## src/rtl/mhls_pkg.sv

```systemverilog
// Constants and types shared by the monitor link blocks
package mhls_pkg;

	// Command opcodes
	localparam logic [7:0] OP_INDEXED_READ = 8'h1A;
	localparam logic [7:0] OP_READ_SP      = 8'h0C;
	localparam logic [7:0] OP_RUN_USER     = 8'h28;

	// Security block location and count
	localparam logic [15:0] SEC_BASE_ADDR  = 16'hFFF6;
	localparam logic [2:0]  SEC_LAST_INDEX = 3'h7;

	// Read value on a locked flash access
	localparam logic [7:0] LOCKED_READ_VALUE = 8'hFF;

	// Baud timing: block clock stands in for the crystal
	localparam int BASE_XTAL_HZ   = 4915200;
	localparam int BASE_BAUD_SLOW = 4800;
	localparam int BASE_BAUD_FAST = 9600;
	localparam int LATE_XTAL_HZ   = 4000000;
	localparam int LATE_BAUD_SLOW_X100 = 362319;
	localparam int DIV_SLOW_I      = BASE_XTAL_HZ / BASE_BAUD_SLOW;
	localparam int DIV_FAST_I      = BASE_XTAL_HZ / BASE_BAUD_FAST;
	// Rounded to nearest so the low-strap period is exactly half of it
	localparam int DIV_LATE_SLOW_I =
		(LATE_XTAL_HZ * 100 + LATE_BAUD_SLOW_X100 / 2) / LATE_BAUD_SLOW_X100;
	localparam logic [10:0] DIV_SLOW      = 11'(DIV_SLOW_I);
	localparam logic [10:0] DIV_FAST      = 11'(DIV_FAST_I);
	localparam logic [10:0] DIV_LATE_SLOW = 11'(DIV_LATE_SLOW_I);
	localparam logic [10:0] DIV_LATE_FAST = 11'(DIV_LATE_SLOW_I / 2);

	// Frame layout: start, eight data, stop
	localparam logic [3:0] FRAME_LAST_BIT = 4'h9;

	// Transmit request to the serial engine
	typedef struct packed {
		logic       start;
		logic       brk;
		logic [7:0] data;
	} mhls_tx_s;

	// Received byte from the serial engine
	typedef struct packed {
		logic       valid;
		logic [7:0] data;
	} mhls_rx_s;

endpackage

```

## src/rtl/mhls_monitor.sv

```systemverilog
// Monitor command interpreter with entry security check and baud choice
`timescale 1ns/1ns
module mhls_monitor
	import mhls_pkg::*;
(
	input  wire logic        mclk,
	input  wire logic        rst_b,
	input  wire logic        warmReset,
	input  wire logic        baud_select_strap,
	input  wire logic        laterRevision,
	input  wire logic        pllDrivesClock,
	input  wire logic [3:0]  pll_multiplier_upper_bits,
	input  wire logic [15:0] indexAddr,
	input  wire logic [15:0] stackPointer,
	input  wire logic        flashExecAttempt,
	output logic             memRdReq,
	output logic [15:0]      memAddr,
	input  wire logic [7:0]  memRdData,
	output logic             indexAdvance,
	output logic             return_from_interrupt,
	output logic             illegalAddrReset,
	output logic             flashReadEnable,
	output logic             securityBypassed,
	output logic             monitorReady,
	input  wire logic        monitor_serial_pin_in,
	output logic             monitor_serial_pin_out,
	output logic             monitor_serial_pin_oe
);

	typedef enum logic [3:0] {
		M_SEC_RX, M_SEC_CMP, M_SEC_WAIT, M_BREAK, M_BREAK_WAIT, M_CMD,
		M_ECHO_WAIT, M_FETCH, M_FETCH_DATA, M_SEND, M_SEND_WAIT
	} mhls_mode_e;

	typedef struct packed {
		mhls_mode_e  mode;
		logic [2:0]  count;
		logic [7:0]  opcode;
		logic [15:0] dataBuf;
		logic        mismatch;
		logic        bypassed;
		logic        failed;
		logic        strapPending;
		logic        strapHigh;
		mhls_tx_s    tx;
		logic        memReq;
		logic [15:0] memAddr;
		logic        runPulse;
		logic        illegalPulse;
		logic        indexStep;
	} mhls_mon_s;

	mhls_mon_s   st;
	mhls_mon_s   next_st;
	logic [10:0] bitPeriod;
	logic        txBusy;
	mhls_rx_s    rx;

	////////////////////////////////////////////////////////////////////////////
	// Bit period in clocks from strap, revision and PLL multiplier
	function automatic logic [10:0] bit_period(input logic strap, input logic late,
		input logic pll, input logic [3:0] mult);
		logic [10:0] p;
		p = DIV_SLOW;
		if (pll)
		begin
			unique case (mult)
				4'h2:    p = DIV_SLOW / 11'h002;
				4'h3:    p = DIV_SLOW / 11'h003;
				4'h4:    p = DIV_SLOW / 11'h004;
				4'h5:    p = DIV_SLOW / 11'h005;
				4'h6:    p = DIV_SLOW / 11'h006;
				default: p = DIV_SLOW; // Outside 1..6 falls back to N=1
			endcase
		end
		else if (late)
			p = strap ? DIV_LATE_SLOW : DIV_LATE_FAST;
		else
			p = strap ? DIV_SLOW : DIV_FAST;
		return p;
	endfunction

	assign bitPeriod = bit_period(st.strapHigh, laterRevision, pllDrivesClock,
		pll_multiplier_upper_bits);

	////////////////////////////////////////////////////////////////////////////
	// Serial engine on the monitor pin
	mhls_serial u_serial (
		.mclk      (mclk),
		.rst_b     (rst_b),
		.bitPeriod (bitPeriod),
		.txReq     (st.tx),
		.txBusy    (txBusy),
		.rxOut     (rx),
		.serialIn  (monitor_serial_pin_in),
		.serialOut (monitor_serial_pin_out),
		.serialOe  (monitor_serial_pin_oe)
	);

	////////////////////////////////////////////////////////////////////////////
	// Sequencer; pulses clear every cycle unless set below
	always_comb
	begin
		next_st              = st;
		next_st.tx.start     = 1'b0;
		next_st.tx.brk       = 1'b0;
		next_st.memReq       = 1'b0;
		next_st.runPulse     = 1'b0;
		next_st.illegalPulse = 1'b0;
		next_st.indexStep    = 1'b0;
		// Strap is caught once after release of power-on reset and again after each warm reset
		if (st.strapPending)
		begin
			next_st.strapHigh    = baud_select_strap;
			next_st.strapPending = 1'b0;
		end
		unique case (st.mode)
			M_SEC_RX:
			begin
				// Nothing else happens until the next of the eight bytes arrives
				if (rx.valid)
				begin
					next_st.dataBuf[7:0] = rx.data;
					next_st.memReq       = 1'b1;
					next_st.memAddr      = SEC_BASE_ADDR + 16'(st.count);
					next_st.mode         = M_SEC_CMP;
				end
			end
			M_SEC_CMP:
			begin
				if (memRdData != st.dataBuf[7:0])
					next_st.mismatch = 1'b1;
				next_st.tx.start = 1'b1;
				next_st.tx.data  = st.dataBuf[7:0];
				next_st.mode     = M_SEC_WAIT;
			end
			M_SEC_WAIT:
			begin
				if (!txBusy)
				begin
					next_st.count = st.count + 3'h1;
					next_st.mode  = (st.count == SEC_LAST_INDEX) ? M_BREAK : M_SEC_RX;
				end
			end
			M_BREAK:
			begin
				// An earlier bypass survives any byte values
				if (!st.bypassed)
				begin
					next_st.bypassed = !st.mismatch;
					next_st.failed   = st.mismatch;
				end
				next_st.tx.brk = 1'b1;
				next_st.mode   = M_BREAK_WAIT;
			end
			M_BREAK_WAIT:
				if (!txBusy)
					next_st.mode = M_CMD;
			M_CMD:
			begin
				// Every opcode is echoed before it is acted on
				if (rx.valid)
				begin
					next_st.opcode   = rx.data;
					next_st.tx.start = 1'b1;
					next_st.tx.data  = rx.data;
					next_st.mode     = M_ECHO_WAIT;
				end
			end
			M_ECHO_WAIT:
			begin
				if (!txBusy)
				begin
					next_st.count = 3'h0;
					next_st.mode  = M_CMD; // Unknown opcodes are only echoed
					if (st.opcode == OP_READ_SP)
					begin
						next_st.dataBuf = stackPointer;
						next_st.mode    = M_SEND;
					end
					else if (st.opcode == OP_INDEXED_READ)
						next_st.mode = M_FETCH;
					else if (st.opcode == OP_RUN_USER)
						next_st.runPulse = 1'b1;
				end
			end
			M_FETCH:
			begin
				next_st.memReq  = 1'b1;
				next_st.memAddr = indexAddr + 16'h0001 + 16'(st.count);
				next_st.mode    = M_FETCH_DATA;
			end
			M_FETCH_DATA:
			begin
				next_st.dataBuf = {st.dataBuf[7:0], memRdData};
				next_st.count   = st.count + 3'h1;
				next_st.mode    = M_FETCH;
				if (st.count == 3'h1)
				begin
					next_st.count     = 3'h0;
					next_st.indexStep = 1'b1;
					next_st.mode      = M_SEND;
				end
			end
			M_SEND:
			begin
				next_st.tx.start = 1'b1;
				next_st.tx.data  = st.dataBuf[15:8];
				next_st.dataBuf  = {st.dataBuf[7:0], 8'h00};
				next_st.mode     = M_SEND_WAIT;
			end
			M_SEND_WAIT:
			begin
				if (!txBusy)
				begin
					next_st.count = st.count + 3'h1;
					next_st.mode  = (st.count == 3'h1) ? M_CMD : M_SEND;
				end
			end
		endcase
		// Locked part: flash execution trips an illegal address reset
		if (flashExecAttempt && !st.bypassed)
			next_st.illegalPulse = 1'b1;
		// Warm reset restarts entry, keeps bypass; a failed part loops
		if (warmReset)
		begin
			next_st.mode         = M_SEC_RX;
			next_st.count        = 3'h0;
			next_st.mismatch     = 1'b0;
			next_st.strapPending = 1'b1;
			next_st.tx.start     = 1'b0;
			next_st.tx.brk       = 1'b0;
			next_st.memReq       = 1'b0;
			next_st.runPulse     = 1'b0;
			next_st.indexStep    = 1'b0;
			// Set wins, so a same-cycle locked execution trap is not lost
			if (st.failed)
				next_st.illegalPulse = 1'b1;
		end
	end

	// Power-on reset is the only thing that clears the bypass state
	always_ff @(posedge mclk or negedge rst_b)
	begin
		if (!rst_b)
		begin
			st              <= '0;
			st.mode         <= M_SEC_RX;
			st.strapPending <= 1'b1;
		end
		else
			st <= next_st;
	end

	assign memRdReq              = st.memReq;
	assign memAddr               = st.memAddr;
	assign indexAdvance          = st.indexStep;
	assign return_from_interrupt = st.runPulse;
	assign illegalAddrReset      = st.illegalPulse;
	// Security fetches always see flash; others only once bypassed
	assign flashReadEnable       = st.bypassed || st.mode == M_SEC_CMP;
	assign securityBypassed      = st.bypassed;
	assign monitorReady          = st.mode == M_CMD;
endmodule

```

## src/rtl/mhls_serial.sv

```systemverilog
// Half-duplex single-wire serial engine for the monitor pin
`timescale 1ns/1ns
module mhls_serial
	import mhls_pkg::*;
(
	input  wire logic        mclk,
	input  wire logic        rst_b,
	input  wire logic [10:0] bitPeriod,
	input  wire mhls_tx_s    txReq,
	output logic             txBusy,
	output mhls_rx_s         rxOut,
	input  wire logic        serialIn,
	output logic             serialOut,
	output logic             serialOe
);

	typedef struct packed {
		logic        txActive;
		logic [10:0] txTimer;
		logic [3:0]  txBit;
		logic [9:0]  txShift;
		logic        rxActive;
		logic [10:0] rxTimer;
		logic [3:0]  rxBit;
		logic [7:0]  rxShift;
		mhls_rx_s    rx;
		logic        pinLow;
	} mhls_ser_s;

	mhls_ser_s st;
	mhls_ser_s next_st;

	////////////////////////////////////////////////////////////////////////////
	// Next state; receive is held off while sending, since the pin hears itself
	always_comb
	begin
		next_st          = st;
		next_st.rx.valid = 1'b0;
		// Transmit side, one bit per period, LSB first after start
		if (!st.txActive && (txReq.start || txReq.brk))
		begin
			next_st.txActive = 1'b1;
			next_st.txTimer  = bitPeriod;
			next_st.txBit    = 4'h0;
			next_st.txShift  = txReq.brk ? 10'h000 : {1'b1, txReq.data, 1'b0};
		end
		else if (st.txActive)
		begin
			if (st.txTimer > 11'h001)
				next_st.txTimer = st.txTimer - 11'h001;
			else if (st.txBit == FRAME_LAST_BIT)
				next_st.txActive = 1'b0;
			else
			begin
				next_st.txTimer = bitPeriod;
				next_st.txBit   = st.txBit + 4'h1;
				next_st.txShift = {1'b1, st.txShift[9:1]};
			end
		end
		next_st.pinLow = next_st.txActive && !next_st.txShift[0];
		// Receive side, sampled mid-bit
		if (!st.rxActive && !st.txActive && !serialIn)
		begin
			next_st.rxActive = 1'b1;
			next_st.rxTimer  = {1'b0, bitPeriod[10:1]};
			next_st.rxBit    = 4'h0;
		end
		else if (st.rxActive)
		begin
			if (st.rxTimer > 11'h001)
				next_st.rxTimer = st.rxTimer - 11'h001;
			else
			begin
				next_st.rxTimer = bitPeriod;
				next_st.rxBit   = st.rxBit + 4'h1;
				if (st.rxBit == 4'h0 && serialIn)
					next_st.rxActive = 1'b0; // Glitch, not a start bit
				else if (st.rxBit == FRAME_LAST_BIT)
				begin
					next_st.rxActive = 1'b0;
					next_st.rx.valid = serialIn; // Bad stop bit drops the byte
					next_st.rx.data  = st.rxShift;
				end
				else if (st.rxBit != 4'h0)
					next_st.rxShift = {serialIn, st.rxShift[7:1]};
			end
		end
	end

	// State register
	always_ff @(posedge mclk or negedge rst_b)
	begin
		if (!rst_b)
			st <= '0;
		else
			st <= next_st;
	end

	// A request being taken this cycle already counts as busy
	assign txBusy    = st.txActive || txReq.start || txReq.brk;
	assign rxOut     = st.rx;
	assign serialOut = 1'b0; // Open drain: only ever pulls low
	assign serialOe  = st.pinLow;

endmodule

```

## config.mk

```make
export PLATFORM = sky130hd
export DESIGN_NAME = mhls_monitor
export DESIGN_NICKNAME = d
export VERILOG_FILES = /design/src/rtl/mhls_pkg.sv /design/src/rtl/mhls_monitor.sv /design/src/rtl/mhls_serial.sv
export SDC_FILE = /design/constraint.sdc
export NUM_CORES = 1
export LEC_CHECK = 0
export ABC_AREA = 1
export BUFFER_PORTS_ARGS = -buffer_cell sky130_fd_sc_hd__buf_2
export CAP_MARGIN = 20
export CORE_UTILIZATION = 54
export DETAILED_ROUTE_END_ITERATION = 7
export GPL_TIMING_DRIVEN = 0
export MAX_ROUTING_LAYER = met4
export PLACE_DENSITY = 0.77
export SYNTH_ARGS = -nofsm -noshare
export SYNTH_HDL_FRONTEND = slang
export SYNTH_SLANG_ARGS = --single-unit
```

## constraint.sdc

```tcl
create_clock -name mclk -period 2 [get_ports mclk]
set_input_delay 0.1 -clock mclk [delete_from_list [all_inputs] [get_ports mclk]]
set_output_delay 0.1 -clock mclk [all_outputs]
set_load 0.05 [all_outputs]
```

==> flow_summary.html, run 1 <==
<table>
<tr><th>Metric</th><th>Value</th></tr>
<tr><th colspan="2">Timing</th></tr>
<tr><td>Number of max-slew violations in the final report</td><td>0</td></tr>
<tr><td>Hold Fails Final Rpt</td><td>0</td></tr>
<tr><td>Max transition margin</td><td>a little under two thirds</td></tr>
<tr><td>Post-route clock skew</td><td>between 0.006 and 0.007 ns</td></tr>
<tr><td>Slew at the pin closest to its max-slew limit</td><td>approximately 0.54 ns</td></tr>
<tr><td>RSZ-0062 raised after global routing</td><td>no</td></tr>
<tr><td>Maximum frequency from static timing analysis</td><td>529.1 MHz</td></tr>
<tr><td>Shortest clock period the worst path allows after layout</td><td>about 1.9 ns</td></tr>
<tr><td>PnR worst setup slack</td><td>roughly 0.11 ns</td></tr>
<tr><td>Final worst-path cycle share</td><td>roughly 95%</td></tr>
<tr><td>Final setup violating endpoints</td><td>0</td></tr>
<tr><th colspan="2">Power and ir drop</th></tr>
<tr><td>Static Leak</td><td>~0.0045 µW</td></tr>
<tr><td>Total power after layout</td><td>between 6000 and 7000 µW</td></tr>
<tr><td>Peak supply drop</td><td>584.7 µV</td></tr>
<tr><td>Pwr per Cell Area</td><td>~770 mW/mm²</td></tr>
<tr><th colspan="2">Placed design</th></tr>
<tr><td>Count of input and output buffers</td><td>between 70 and 80</td></tr>
<tr><td>Dpl ws</td><td>-0.1527 ns</td></tr>
<tr><td>Routability-driven placement congestion ratio</td><td>slightly above 0.9</td></tr>
<tr><td>DP HPWL</td><td>approximately 13,000 µm</td></tr>
<tr><th colspan="2">CTS</th></tr>
<tr><td>Number of sinks on the clock net</td><td>about 130</td></tr>
<tr><td>Maximum clock path buffer count</td><td>2</td></tr>
<tr><td>Clock transition at the registers of the reported paths</td><td>approximately 0.06 ns</td></tr>
<tr><td>Later-pin clock latency in the skew report</td><td>roughly 0.43 ns</td></tr>
<tr><td># H-tree levels</td><td>4</td></tr>
<tr><td>CTS tree</td><td>built</td></tr>
<tr><td>Num CTS Buffers</td><td>17</td></tr>
<tr><td>Clk root buf</td><td>sky130_fd_sc_hd__clkbuf_16</td></tr>
<tr><th colspan="2">Cells and area</th></tr>
<tr><td>Fillers</td><td>1,200</td></tr>
<tr><td>Synth-to-layout area growth</td><td>19.88%</td></tr>
<tr><td>Register area</td><td>around 0.0032 mm²</td></tr>
<tr><td>Area of combinational cells with multiple inputs</td><td>0.003633 mm²</td></tr>
<tr><td>Post-layout utilization of the core</td><td>about two thirds</td></tr>
<tr><td>Diodes inserted</td><td>0</td></tr>
<tr><td>Layout cells sized above 1</td><td>a little under a fifth</td></tr>
<tr><td>Number of nets in the layout</td><td>approximately 1.2k</td></tr>
<tr><th colspan="2">Global routing</th></tr>
<tr><td>Global-route wire length before repair</td><td>between 30,000 and 40,000 µm</td></tr>
<tr><td>Overall fraction of global-route tracks in use</td><td>27.70%</td></tr>
<tr><td>Vias in the first global route</td><td>~6.5k</td></tr>
<tr><td>Global route overflow</td><td>0</td></tr>
<tr><td>M3 GR Usage</td><td>4.071%</td></tr>
<tr><td>Grt met2 use</td><td>about 43%</td></tr>
<tr><td>Number of antenna violations at the first check in global routing</td><td>0</td></tr>
<tr><td>Largest net degree at the start of global routing</td><td>93</td></tr>
<tr><td>Met1 Use GR</td><td>between 30 and 40%</td></tr>
<tr><td>Most used routing layer</td><td>met2</td></tr>
<tr><th colspan="2">Route</th></tr>
<tr><td>First drt pass iteration count</td><td>5</td></tr>
<tr><td>DR vias</td><td>about 6.9k</td></tr>
<tr><td>ANT nets after route</td><td>0</td></tr>
<tr><td>Detailed Route Iter0 Violations</td><td>approximately 550</td></tr>
<tr><td>Avg Vias per Cell</td><td>~5.2</td></tr>
<tr><td>Wire length after detailed routing</td><td>between 15,000 and 20,000 µm</td></tr>
<tr><td>Mean routed wirelength per cell</td><td>13.53 µm</td></tr>
<tr><td>Number of remaining DRC errors</td><td>0</td></tr>
<tr><th colspan="2">Synthesis</th></tr>
<tr><td>Distinct cell type count after synthesis</td><td>43</td></tr>
<tr><td>Mapped Avg Cell Area</td><td>between 7 and 8 µm²</td></tr>
<tr><td>Number of synthesized register bits</td><td>between 100 and 150</td></tr>
<tr><td>Post-Synthesis Net Count</td><td>around 1.1k</td></tr>
<tr><td>Count of warnings emitted by yosys</td><td>0</td></tr>
<tr><td>Post-Syn Area</td><td>approximately 0.0074 mm²</td></tr>
<tr><td>Post-Syn Instances</td><td>1,008</td></tr>
<tr><td>Fraction of the yosys area taken by sequential cells</td><td>between 40% and 50%</td></tr>
<tr><th colspan="2">Floorplanning</th></tr>
<tr><td>Die Span Y</td><td>about 120 µm</td></tr>
<tr><td>Area of the die</td><td>around 0.014 mm²</td></tr>
<tr><td>Core Rows</td><td>42</td></tr>
<tr><td>Initial Util</td><td>a little under three fifths</td></tr>
<tr><td>Area inside the core boundary</td><td>around 0.013 mm²</td></tr>
<tr><td>Width of the die</td><td>roughly 120 µm</td></tr>
<tr><td>Number of ports placed on the die boundary</td><td>between 70 and 80</td></tr>
<tr><th colspan="2">Worst setup path</th></tr>
<tr><td>Sort of element at the end of the critical path</td><td>flop</td></tr>
<tr><td>Crit Path Max Fanout</td><td>4</td></tr>
<tr><td>Endpoint of the worst register-to-register path</td><td>memAddr[14]$_DFFE_PN0P_</td></tr>
<tr><td>Class of the most critical setup path</td><td>flop to flop</td></tr>
<tr><td>Crit path from</td><td>st[59]$_DFFE_PN0P_</td></tr>
<tr><td>Path depth of the worst reg2reg path</td><td>12</td></tr>
<tr><td>Nature of the critical path startpoint</td><td>flop</td></tr>
<tr><td>Arrival time worst endpoint</td><td>between 2 and 2.5 ns</td></tr>
<tr><td>Required time worst endpoint</td><td>2.32 ns</td></tr>
<tr><td>Worst R2R Setup Slack</td><td>0.11 ns</td></tr>
<tr><td>Launch instance of the worst register-to-register path</td><td>st[59]$_DFFE_PN0P_</td></tr>
<tr><th colspan="2">Run</th></tr>
<tr><td>Max Cap Violations</td><td>0</td></tr>
<tr><th colspan="2">Worst hold path</th></tr>
<tr><td>Hold path depth</td><td>5</td></tr>
<tr><td>Worst hold path class</td><td>input pin to flop</td></tr>
<tr><td>Worst Min Path Start</td><td>stackPointer[1]</td></tr>
<tr><td>WHS Endpoint</td><td>st[36]$_DFFE_PN0P_</td></tr>
<tr><th colspan="2">Outcome</th></tr>
<tr><td>Outcome</td><td>finished, final reports clean</td></tr>
</table>
-- synthesized netlist by cell type, drive strengths merged --
master  count  share of area (%)
o21bai      2               0.20
inv       116                5.9
fa          1               0.27
nand3b      2               0.20
xor2       11                1.3
o211ai      2               0.20
a21oi      35                2.6
buf        33                3.3
dfstp       1               0.35
ha         16                2.7
nor3       12               0.87
a31oi       2               0.17
a22oi       4               0.40
nor3b       1               0.10
conb        1              0.050
nand4       5               0.42
or2         6               0.50
nand3     119                8.1
o221ai      3               0.35
o22ai       9               0.76
xnor2      11                1.3
dfrtp     125                 42
o21ai      93                6.7
clkbuf      5               0.27
nand2     308                 16
nor2       85                5.1
-- metrics by stage --
step           area, µm²  std cells  hold slack (ns)  setup TNS, ns
2_1_floorplan       7441       1008          -0.1956              0
3_3_place_gp        8036       1259           0.2427        -105.88
3_5_place_dp        8070       1260          0.01832        -0.3994
4_1_cts             8840       1310        0.0006935              0
5_1_grt             8920       1315          0.02745              0
6_report            8920       1315         0.004823              0
-- worst max path at each step --
| stage | endpoint | slack, ns | cells after the start |
|---|---|---|---|
| finish | memAddr[14]$_DFFE_PN0P_ | 0.11 | 12 |
| global placement | st[64]$_DFFE_PN0P_ | -0.85 | 1 |
| floorplan | memAddr[10]$_DFFE_PN0P_ | 0.15 | 11 |
| detailed placement | memAddr[10]$_DFFE_PN0P_ | -0.15 | 11 |
| CTS | memAddr[10]$_DFFE_PN0P_ | 0.06 | 11 |
| global route | memAddr[10]$_DFFE_PN0P_ | 0.0003 | 11 |
-- power breakdown --
part / internal [µW] / total (µW) / leakage (µW) / switching, µW
Clock: 1750 / 3030 / 0.000286 / 1280
Sequential: 2720 / 2910 / 0.00145 / 188
Combinational: 399 / 943 / 0.00278 / 544
Total: 4870 / 6890 / 0.00451 / 2010
-- routing by layer --
| metal | share of wire, % | routed length, µm |
|---|---|---|
| met5 | 0 | 0 |
| met4 | 1.8 | 323 |
| met2 | 47 | 8434 |
| met1 | 46 | 8232 |
| met3 | 4.5 | 804 |
-- logic make-up after synthesis --
| logic type | after synthesis | synth area share (%) |
|---|---|---|
| and+or+nand+nor | 538 | 31.23 |
| buffers and inverters | 154 | 9.433 |
| AOI/OAI and AO/OA | 150 | 11.35 |
| DFF | 126 | 42.39 |
| xor gates and xnor gates | 22 | 2.589 |
| adders and majority gates | 17 | 2.959 |
| other | 1 | 0.05040 |
-- critical path: stages (launching register included) --
cell	delay [ns]
sky130_fd_sc_hd__dfrtp_1	0.37
sky130_fd_sc_hd__inv_2	0.06
sky130_fd_sc_hd__ha_2	0.18
sky130_fd_sc_hd__fa_2	0.33
sky130_fd_sc_hd__inv_2	0.07
sky130_fd_sc_hd__nand2_2	0.07
sky130_fd_sc_hd__a21oi_4	0.21
sky130_fd_sc_hd__buf_6	0.13
sky130_fd_sc_hd__nand3b_1	0.09
sky130_fd_sc_hd__nor2_1	0.10
sky130_fd_sc_hd__nand2_1	0.05
sky130_fd_sc_hd__nand3_1	0.08
sky130_fd_sc_hd__nand2_1	0.05
-- flip-flops by register name (all words and copies together), names as in the netlist --
name,cells
illegalAddrReset,1
indexAdvance,1
memAddr,16
memRdReq,1
return_from_interrupt,1
securityBypassed,1
st,45
u_serial.rxOut,9
u_serial.serialOe,1
u_serial.st,50
-- area by class of cell --
class,instances,share of cell area [%]
clock buffers,17,4.769
repair buffers,99,7.042
multi-input cells,728,40.73
clock inverters,15,1.739
inverters,116,4.881
flip-flops and latches,126,35.38
plain buffers,38,2.988
well taps,176,2.469
-- cells in the final DEF, fill, tap and decap left out, types with 4 or more instances in the layout --
cell type and instances:
sky130_fd_sc_hd__nor3_1 11, sky130_fd_sc_hd__nand3_1 118, sky130_fd_sc_hd__inv_1 105, sky130_fd_sc_hd__inv_6 6, sky130_fd_sc_hd__buf_4 26, sky130_fd_sc_hd__buf_6 5, sky130_fd_sc_hd__nor2_2 8, sky130_fd_sc_hd__nand2_1 295
sky130_fd_sc_hd__o21ai_0 54, sky130_fd_sc_hd__dlygate4sd3_1 17, sky130_fd_sc_hd__clkbuf_1 4, sky130_fd_sc_hd__nor2_1 70, sky130_fd_sc_hd__ha_1 15, sky130_fd_sc_hd__or2_2 5, sky130_fd_sc_hd__xnor2_1 11, sky130_fd_sc_hd__clkbuf_16 17
sky130_fd_sc_hd__nand2_2 11, sky130_fd_sc_hd__a21oi_1 32, sky130_fd_sc_hd__buf_2 82, sky130_fd_sc_hd__dfrtp_1 124, sky130_fd_sc_hd__nand4_1 5, sky130_fd_sc_hd__clkinv_4 7, sky130_fd_sc_hd__nor2_4 6, sky130_fd_sc_hd__inv_2 11
sky130_fd_sc_hd__o21ai_1 30, sky130_fd_sc_hd__a22oi_1 4, sky130_fd_sc_hd__o22ai_1 9, sky130_fd_sc_hd__xor2_1 11, sky130_fd_sc_hd__o21ai_2 9
-- repair_timing --
item | in CTS | in global routing
endpoints found under the setup margin | 5 | 34
pin swaps | 0 | 7
endpoints found under the hold margin | 51 | 0
hold buffers | 17 | 0
buffers inserted | 1 | 5
resized for setup | 2 | 19
(Power assumes the default switching activity.)
==> inputs of run 2 (changes only) <==
==> constraint.sdc (replaced) <==
create_clock -name mclk -period 1.7 [get_ports mclk]
set_input_delay 0.085 -clock mclk [delete_from_list [all_inputs] [get_ports mclk]]
set_output_delay 0.085 -clock mclk [all_outputs]
set_load 0.05 [all_outputs]
==> flow_summary.html, run 2 (synthesis results as in run 1) <==
<table>
<tr><th>Metric</th><th>Value</th></tr>
<tr><th colspan="2">Outcome</th></tr>
<tr><td>Outcome</td><td>finished, violations left</td></tr>
<tr><td>Violated checks</td><td>negative setup slack</td></tr>
<tr><th colspan="2">Route</th></tr>
<tr><td>Number of remaining DRC errors</td><td>0 (unchanged)</td></tr>
<tr><td>Detailed Route Iter0 Violations</td><td>610 (+12%)</td></tr>
<tr><td>First drt pass iteration count</td><td>5 (unchanged)</td></tr>
<tr><td>Mean routed wirelength per cell</td><td>14.25 µm (+5.3%)</td></tr>
<tr><td>Avg Vias per Cell</td><td>5.340 (+2.2%)</td></tr>
<tr><td>ANT nets after route</td><td>0 (unchanged)</td></tr>
<tr><td>Wire length after detailed routing</td><td>19,180 µm (+7.8%)</td></tr>
<tr><td>DR vias</td><td>7,188 (+4.6%)</td></tr>
<tr><th colspan="2">Timing</th></tr>
<tr><td>Final worst-path cycle share</td><td>107.3% (+13 points)</td></tr>
<tr><td>Number of max-slew violations in the final report</td><td>0 (unchanged)</td></tr>
<tr><td>Shortest clock period the worst path allows after layout</td><td>1.824 ns (-0.06662 ns)</td></tr>
<tr><td>Maximum frequency from static timing analysis</td><td>548.4 MHz (+3.7%)</td></tr>
<tr><td>RSZ-0062 raised after global routing</td><td>yes</td></tr>
<tr><td>PnR worst setup slack</td><td>-0.1235 ns (-0.2334 ns)</td></tr>
<tr><td>TNS Setup</td><td>-0.4560 ns (-0.4560 ns)</td></tr>
<tr><td>Max transition margin</td><td>62.08% (-1.6 points)</td></tr>
<tr><td>Final setup violating endpoints</td><td>9 (+9)</td></tr>
<tr><td>Hold Fails Final Rpt</td><td>0 (unchanged)</td></tr>
<tr><td>Post-route clock skew</td><td>0.005001 ns (-0.001668 ns)</td></tr>
<tr><td>Slew at the pin closest to its max-slew limit</td><td>0.5688 ns (+0.02605 ns)</td></tr>
<tr><th colspan="2">Floorplanning</th></tr>
<tr><td>Width of the die</td><td>119.4 µm (unchanged)</td></tr>
<tr><td>Area inside the core boundary</td><td>0.01335 mm² (unchanged)</td></tr>
<tr><td>Number of ports placed on the die boundary</td><td>77 (unchanged)</td></tr>
<tr><td>Initial Util</td><td>55.75% (unchanged)</td></tr>
<tr><td>Die Span Y</td><td>119.4 µm (unchanged)</td></tr>
<tr><td>Core Rows</td><td>42 (unchanged)</td></tr>
<tr><td>Area of the die</td><td>0.01425 mm² (unchanged)</td></tr>
<tr><th colspan="2">Worst setup path</th></tr>
<tr><td>Required time worst endpoint</td><td>2.01 ns (-0.31 ns)</td></tr>
<tr><td>Worst R2R Setup Slack</td><td>-0.12 ns (-0.23 ns)</td></tr>
<tr><td>Worst setup path end</td><td>memAddr[14]$_DFFE_PN0P_</td></tr>
<tr><td>Cells along the critical path</td><td>inv_2, ha_4, fa_2, inv_2, nand2_4, a21oi_4, nand3b_1, nor2_1, nand2_1, nand3_2, nand2_1</td></tr>
<tr><td>Launch instance of the worst register-to-register path</td><td>st[59]$_DFFE_PN0P_</td></tr>
<tr><td>Worst path max stage delay</td><td>0.37 ns (about the same)</td></tr>
<tr><td>Endpoint of the worst register-to-register path</td><td>memAddr[14]$_DFFE_PN0P_</td></tr>
<tr><td>Class of the most critical setup path</td><td>flop to flop</td></tr>
<tr><td>Path depth of the worst reg2reg path</td><td>11 (-1)</td></tr>
<tr><td>Highest-delay cell along the critical path</td><td>sky130_fd_sc_hd__dfrtp_1</td></tr>
<tr><td>Arrival time worst endpoint</td><td>2.13 ns (-0.08 ns)</td></tr>
<tr><td>Crit path from</td><td>st[59]$_DFFE_PN0P_</td></tr>
<tr><td>Sort of element at the end of the critical path</td><td>flop</td></tr>
<tr><td>Nature of the critical path startpoint</td><td>flop</td></tr>
<tr><td>Crit Path Max Fanout</td><td>5 (+1)</td></tr>
<tr><th colspan="2">Power and ir drop</th></tr>
<tr><td>Pwr per Cell Area</td><td>879.4 mW/mm² (+14%)</td></tr>
<tr><td>Total power after layout</td><td>8400 µW (+22%)</td></tr>
<tr><td>Peak supply drop</td><td>710.3 µV (+21%)</td></tr>
<tr><td>Static Leak</td><td>0.004721 µW (+4.7%)</td></tr>
<tr><th colspan="2">Global routing</th></tr>
<tr><td>Number of antenna violations at the first check in global routing</td><td>0 (unchanged)</td></tr>
<tr><td>Overall fraction of global-route tracks in use</td><td>28.44% (+0.74 points)</td></tr>
<tr><td>Global-route wire length before repair</td><td>31,620 µm (+3.2%)</td></tr>
<tr><td>Vias in the first global route</td><td>6,808 (+4.7%)</td></tr>
<tr><td>Largest net degree at the start of global routing</td><td>85 (-8.6%)</td></tr>
<tr><td>Global route overflow</td><td>0 (unchanged)</td></tr>
<tr><th colspan="2">Cells and area</th></tr>
<tr><td>Number of nets in the layout</td><td>1,226 (+2.6%)</td></tr>
<tr><td>Diodes inserted</td><td>0 (unchanged)</td></tr>
<tr><td>Synth-to-layout area growth</td><td>28.37%</td></tr>
<tr><td>Fillers</td><td>1,050 (-13%)</td></tr>
<tr><td>Flip-flop count of the largest register after layout</td><td>50 (unchanged)</td></tr>
<tr><td>Largest register by flop count</td><td>u_serial.st</td></tr>
<tr><td>Most common library cell in the layout ignoring fill and taps</td><td>sky130_fd_sc_hd__nand2_1</td></tr>
<tr><td>Fin cells</td><td>1,346 (+2.4%)</td></tr>
<tr><td>Layout cells sized above 1</td><td>25.73% (+7.3 points)</td></tr>
<tr><td>Most used cells in the layout excluding fill and tap cells</td><td>sky130_fd_sc_hd__nand2_1 (279), sky130_fd_sc_hd__dfrtp_1 (117), sky130_fd_sc_hd__nand3_1 (115)</td></tr>
<tr><td>Non-Filler Cell Area, Final</td><td>0.009552 mm² (+7.1%)</td></tr>
<tr><th colspan="2">CTS</th></tr>
<tr><td># H-tree levels</td><td>4 (unchanged)</td></tr>
<tr><td>Later-pin clock latency in the skew report</td><td>0.42 ns (about the same)</td></tr>
<tr><td>Number of sinks on the clock net</td><td>126 (unchanged)</td></tr>
<tr><td>Clock transition at the registers of the reported paths</td><td>0.06 ns (about the same)</td></tr>
<tr><td>CTS tree</td><td>built</td></tr>
<tr><td>Maximum clock path buffer count</td><td>2 (unchanged)</td></tr>
<tr><td>Clk root buf</td><td>sky130_fd_sc_hd__clkbuf_16</td></tr>
<tr><td>Num CTS Buffers</td><td>17 (unchanged)</td></tr>
<tr><th colspan="2">Worst hold path</th></tr>
<tr><td>Worst hold path class</td><td>input pin to flop</td></tr>
<tr><th colspan="2">Placed design</th></tr>
<tr><td>DP HPWL</td><td>12,910 µm (+0.26%)</td></tr>
<tr><td>Placement-stage cell area</td><td>0.008099 mm² (+0.36%)</td></tr>
<tr><td>Instance count after placement with tap cells included</td><td>1,260 (unchanged)</td></tr>
<tr><td>Routability-driven placement congestion ratio</td><td>0.9294 (-0.34%)</td></tr>
<tr><td>Dpl ws</td><td>-0.2237 ns (-0.07101 ns)</td></tr>
<tr><td>Count of input and output buffers</td><td>75 (unchanged)</td></tr>
<tr><th colspan="2">Run</th></tr>
<tr><td>Max Cap Violations</td><td>0 (unchanged)</td></tr>
</table>
==> run 2: cell types whose count changed in the layout (fill, tap and decap cells not counted), sizes merged <==
cell | previous run | this run
clkinvlp | 0 | 5
inv | 123 | 114
clkinv | 7 | 6
clkbuf | 22 | 28
bufinv | 1 | 3
dlygate4sd3 | 17 | 22
buf | 115 | 138
==> run 2: repair_timing <==
item / 4_1_cts / 5_1_grt
gates resized for setup: 35 / 102
hold buffers: 22 / 0
pin swaps: 10 / 15
setup endpoints to repair: 73 / 103
cloned: 1 / 1
endpoints found under the hold margin: 63 / 0
setup buffers: 9 / 21
==> run 2: worst max-delay path: cells and delay by family (launching register included) <==
kind                     cells  cell delay, ns
flip-flops                   1            0.37
adder cells (fa/ha/maj)      2            0.49
buffers and inverters        2            0.15
AND/OR/NAND/NOR              6            0.50
AO/OA/AOI/OAI                1            0.20
==> run 2: layer usage <==
metal  global-route usage, %  part of all wire (%)
met1                   36.88                    44
met2                   46.37                    49
met3                   4.693                   5.3
met4                   7.656                   1.7
met5                       -                     0
==> run 2: cell type report <==
type                    count  area, µm²  share of cell area (%)
well taps                 176      220.2                   2.305
clock buffers              20      456.7                   4.781
clock inverters            12      142.6                   1.493
flip-flops and latches    126       3164                   33.13
repair buffers            130      897.1                   9.392
multi-input cells         728       3930                   41.14
plain buffers              38      295.3                   3.091
inverters                 116      445.4                   4.663
==> run 2: worst min path at each step <==
stage                           from                     endpoint  slack (ns)  depth (start not counted)
finish              stackPointer[14]           st[49]$_DFFE_PN0P_       0.008                          5
global route         stackPointer[6]           st[41]$_DFFE_PN0P_        0.03                          5
CTS                     indexAddr[4]       memAddr[6]$_DFFE_PN0P_      0.0009                          3
detailed placement             rst_b  u_serial.st[56]$_DFFE_PN0P_        0.04                          1
global placement           warmReset             st[31]$_DFF_PN1_        0.23                          1
floorplan                      rst_b   illegalAddrReset$_DFF_PN0_       -0.21                          0
==> run 2: where the power goes <==
group | internal (µW) | switching (µW) | leakage (µW) | total (µW)
Clock | 2360 | 1340 | 0.000291 | 3700
Combinational | 545 | 697 | 0.00299 | 1240
Sequential | 3210 | 246 | 0.00144 | 3460
==> run 2: through the flow <==
| stage | util, % | hold slack, ns |
|---|---|---|
| floorplan | - | -0.2106 |
| global placement | 60.42 | 0.2328 |
| detailed placement | 60.68 | 0.03846 |
| CTS | 68.28 | 0.0009462 |
| global route | 71.56 | 0.03304 |
| finish | 71.56 | 0.008001 |
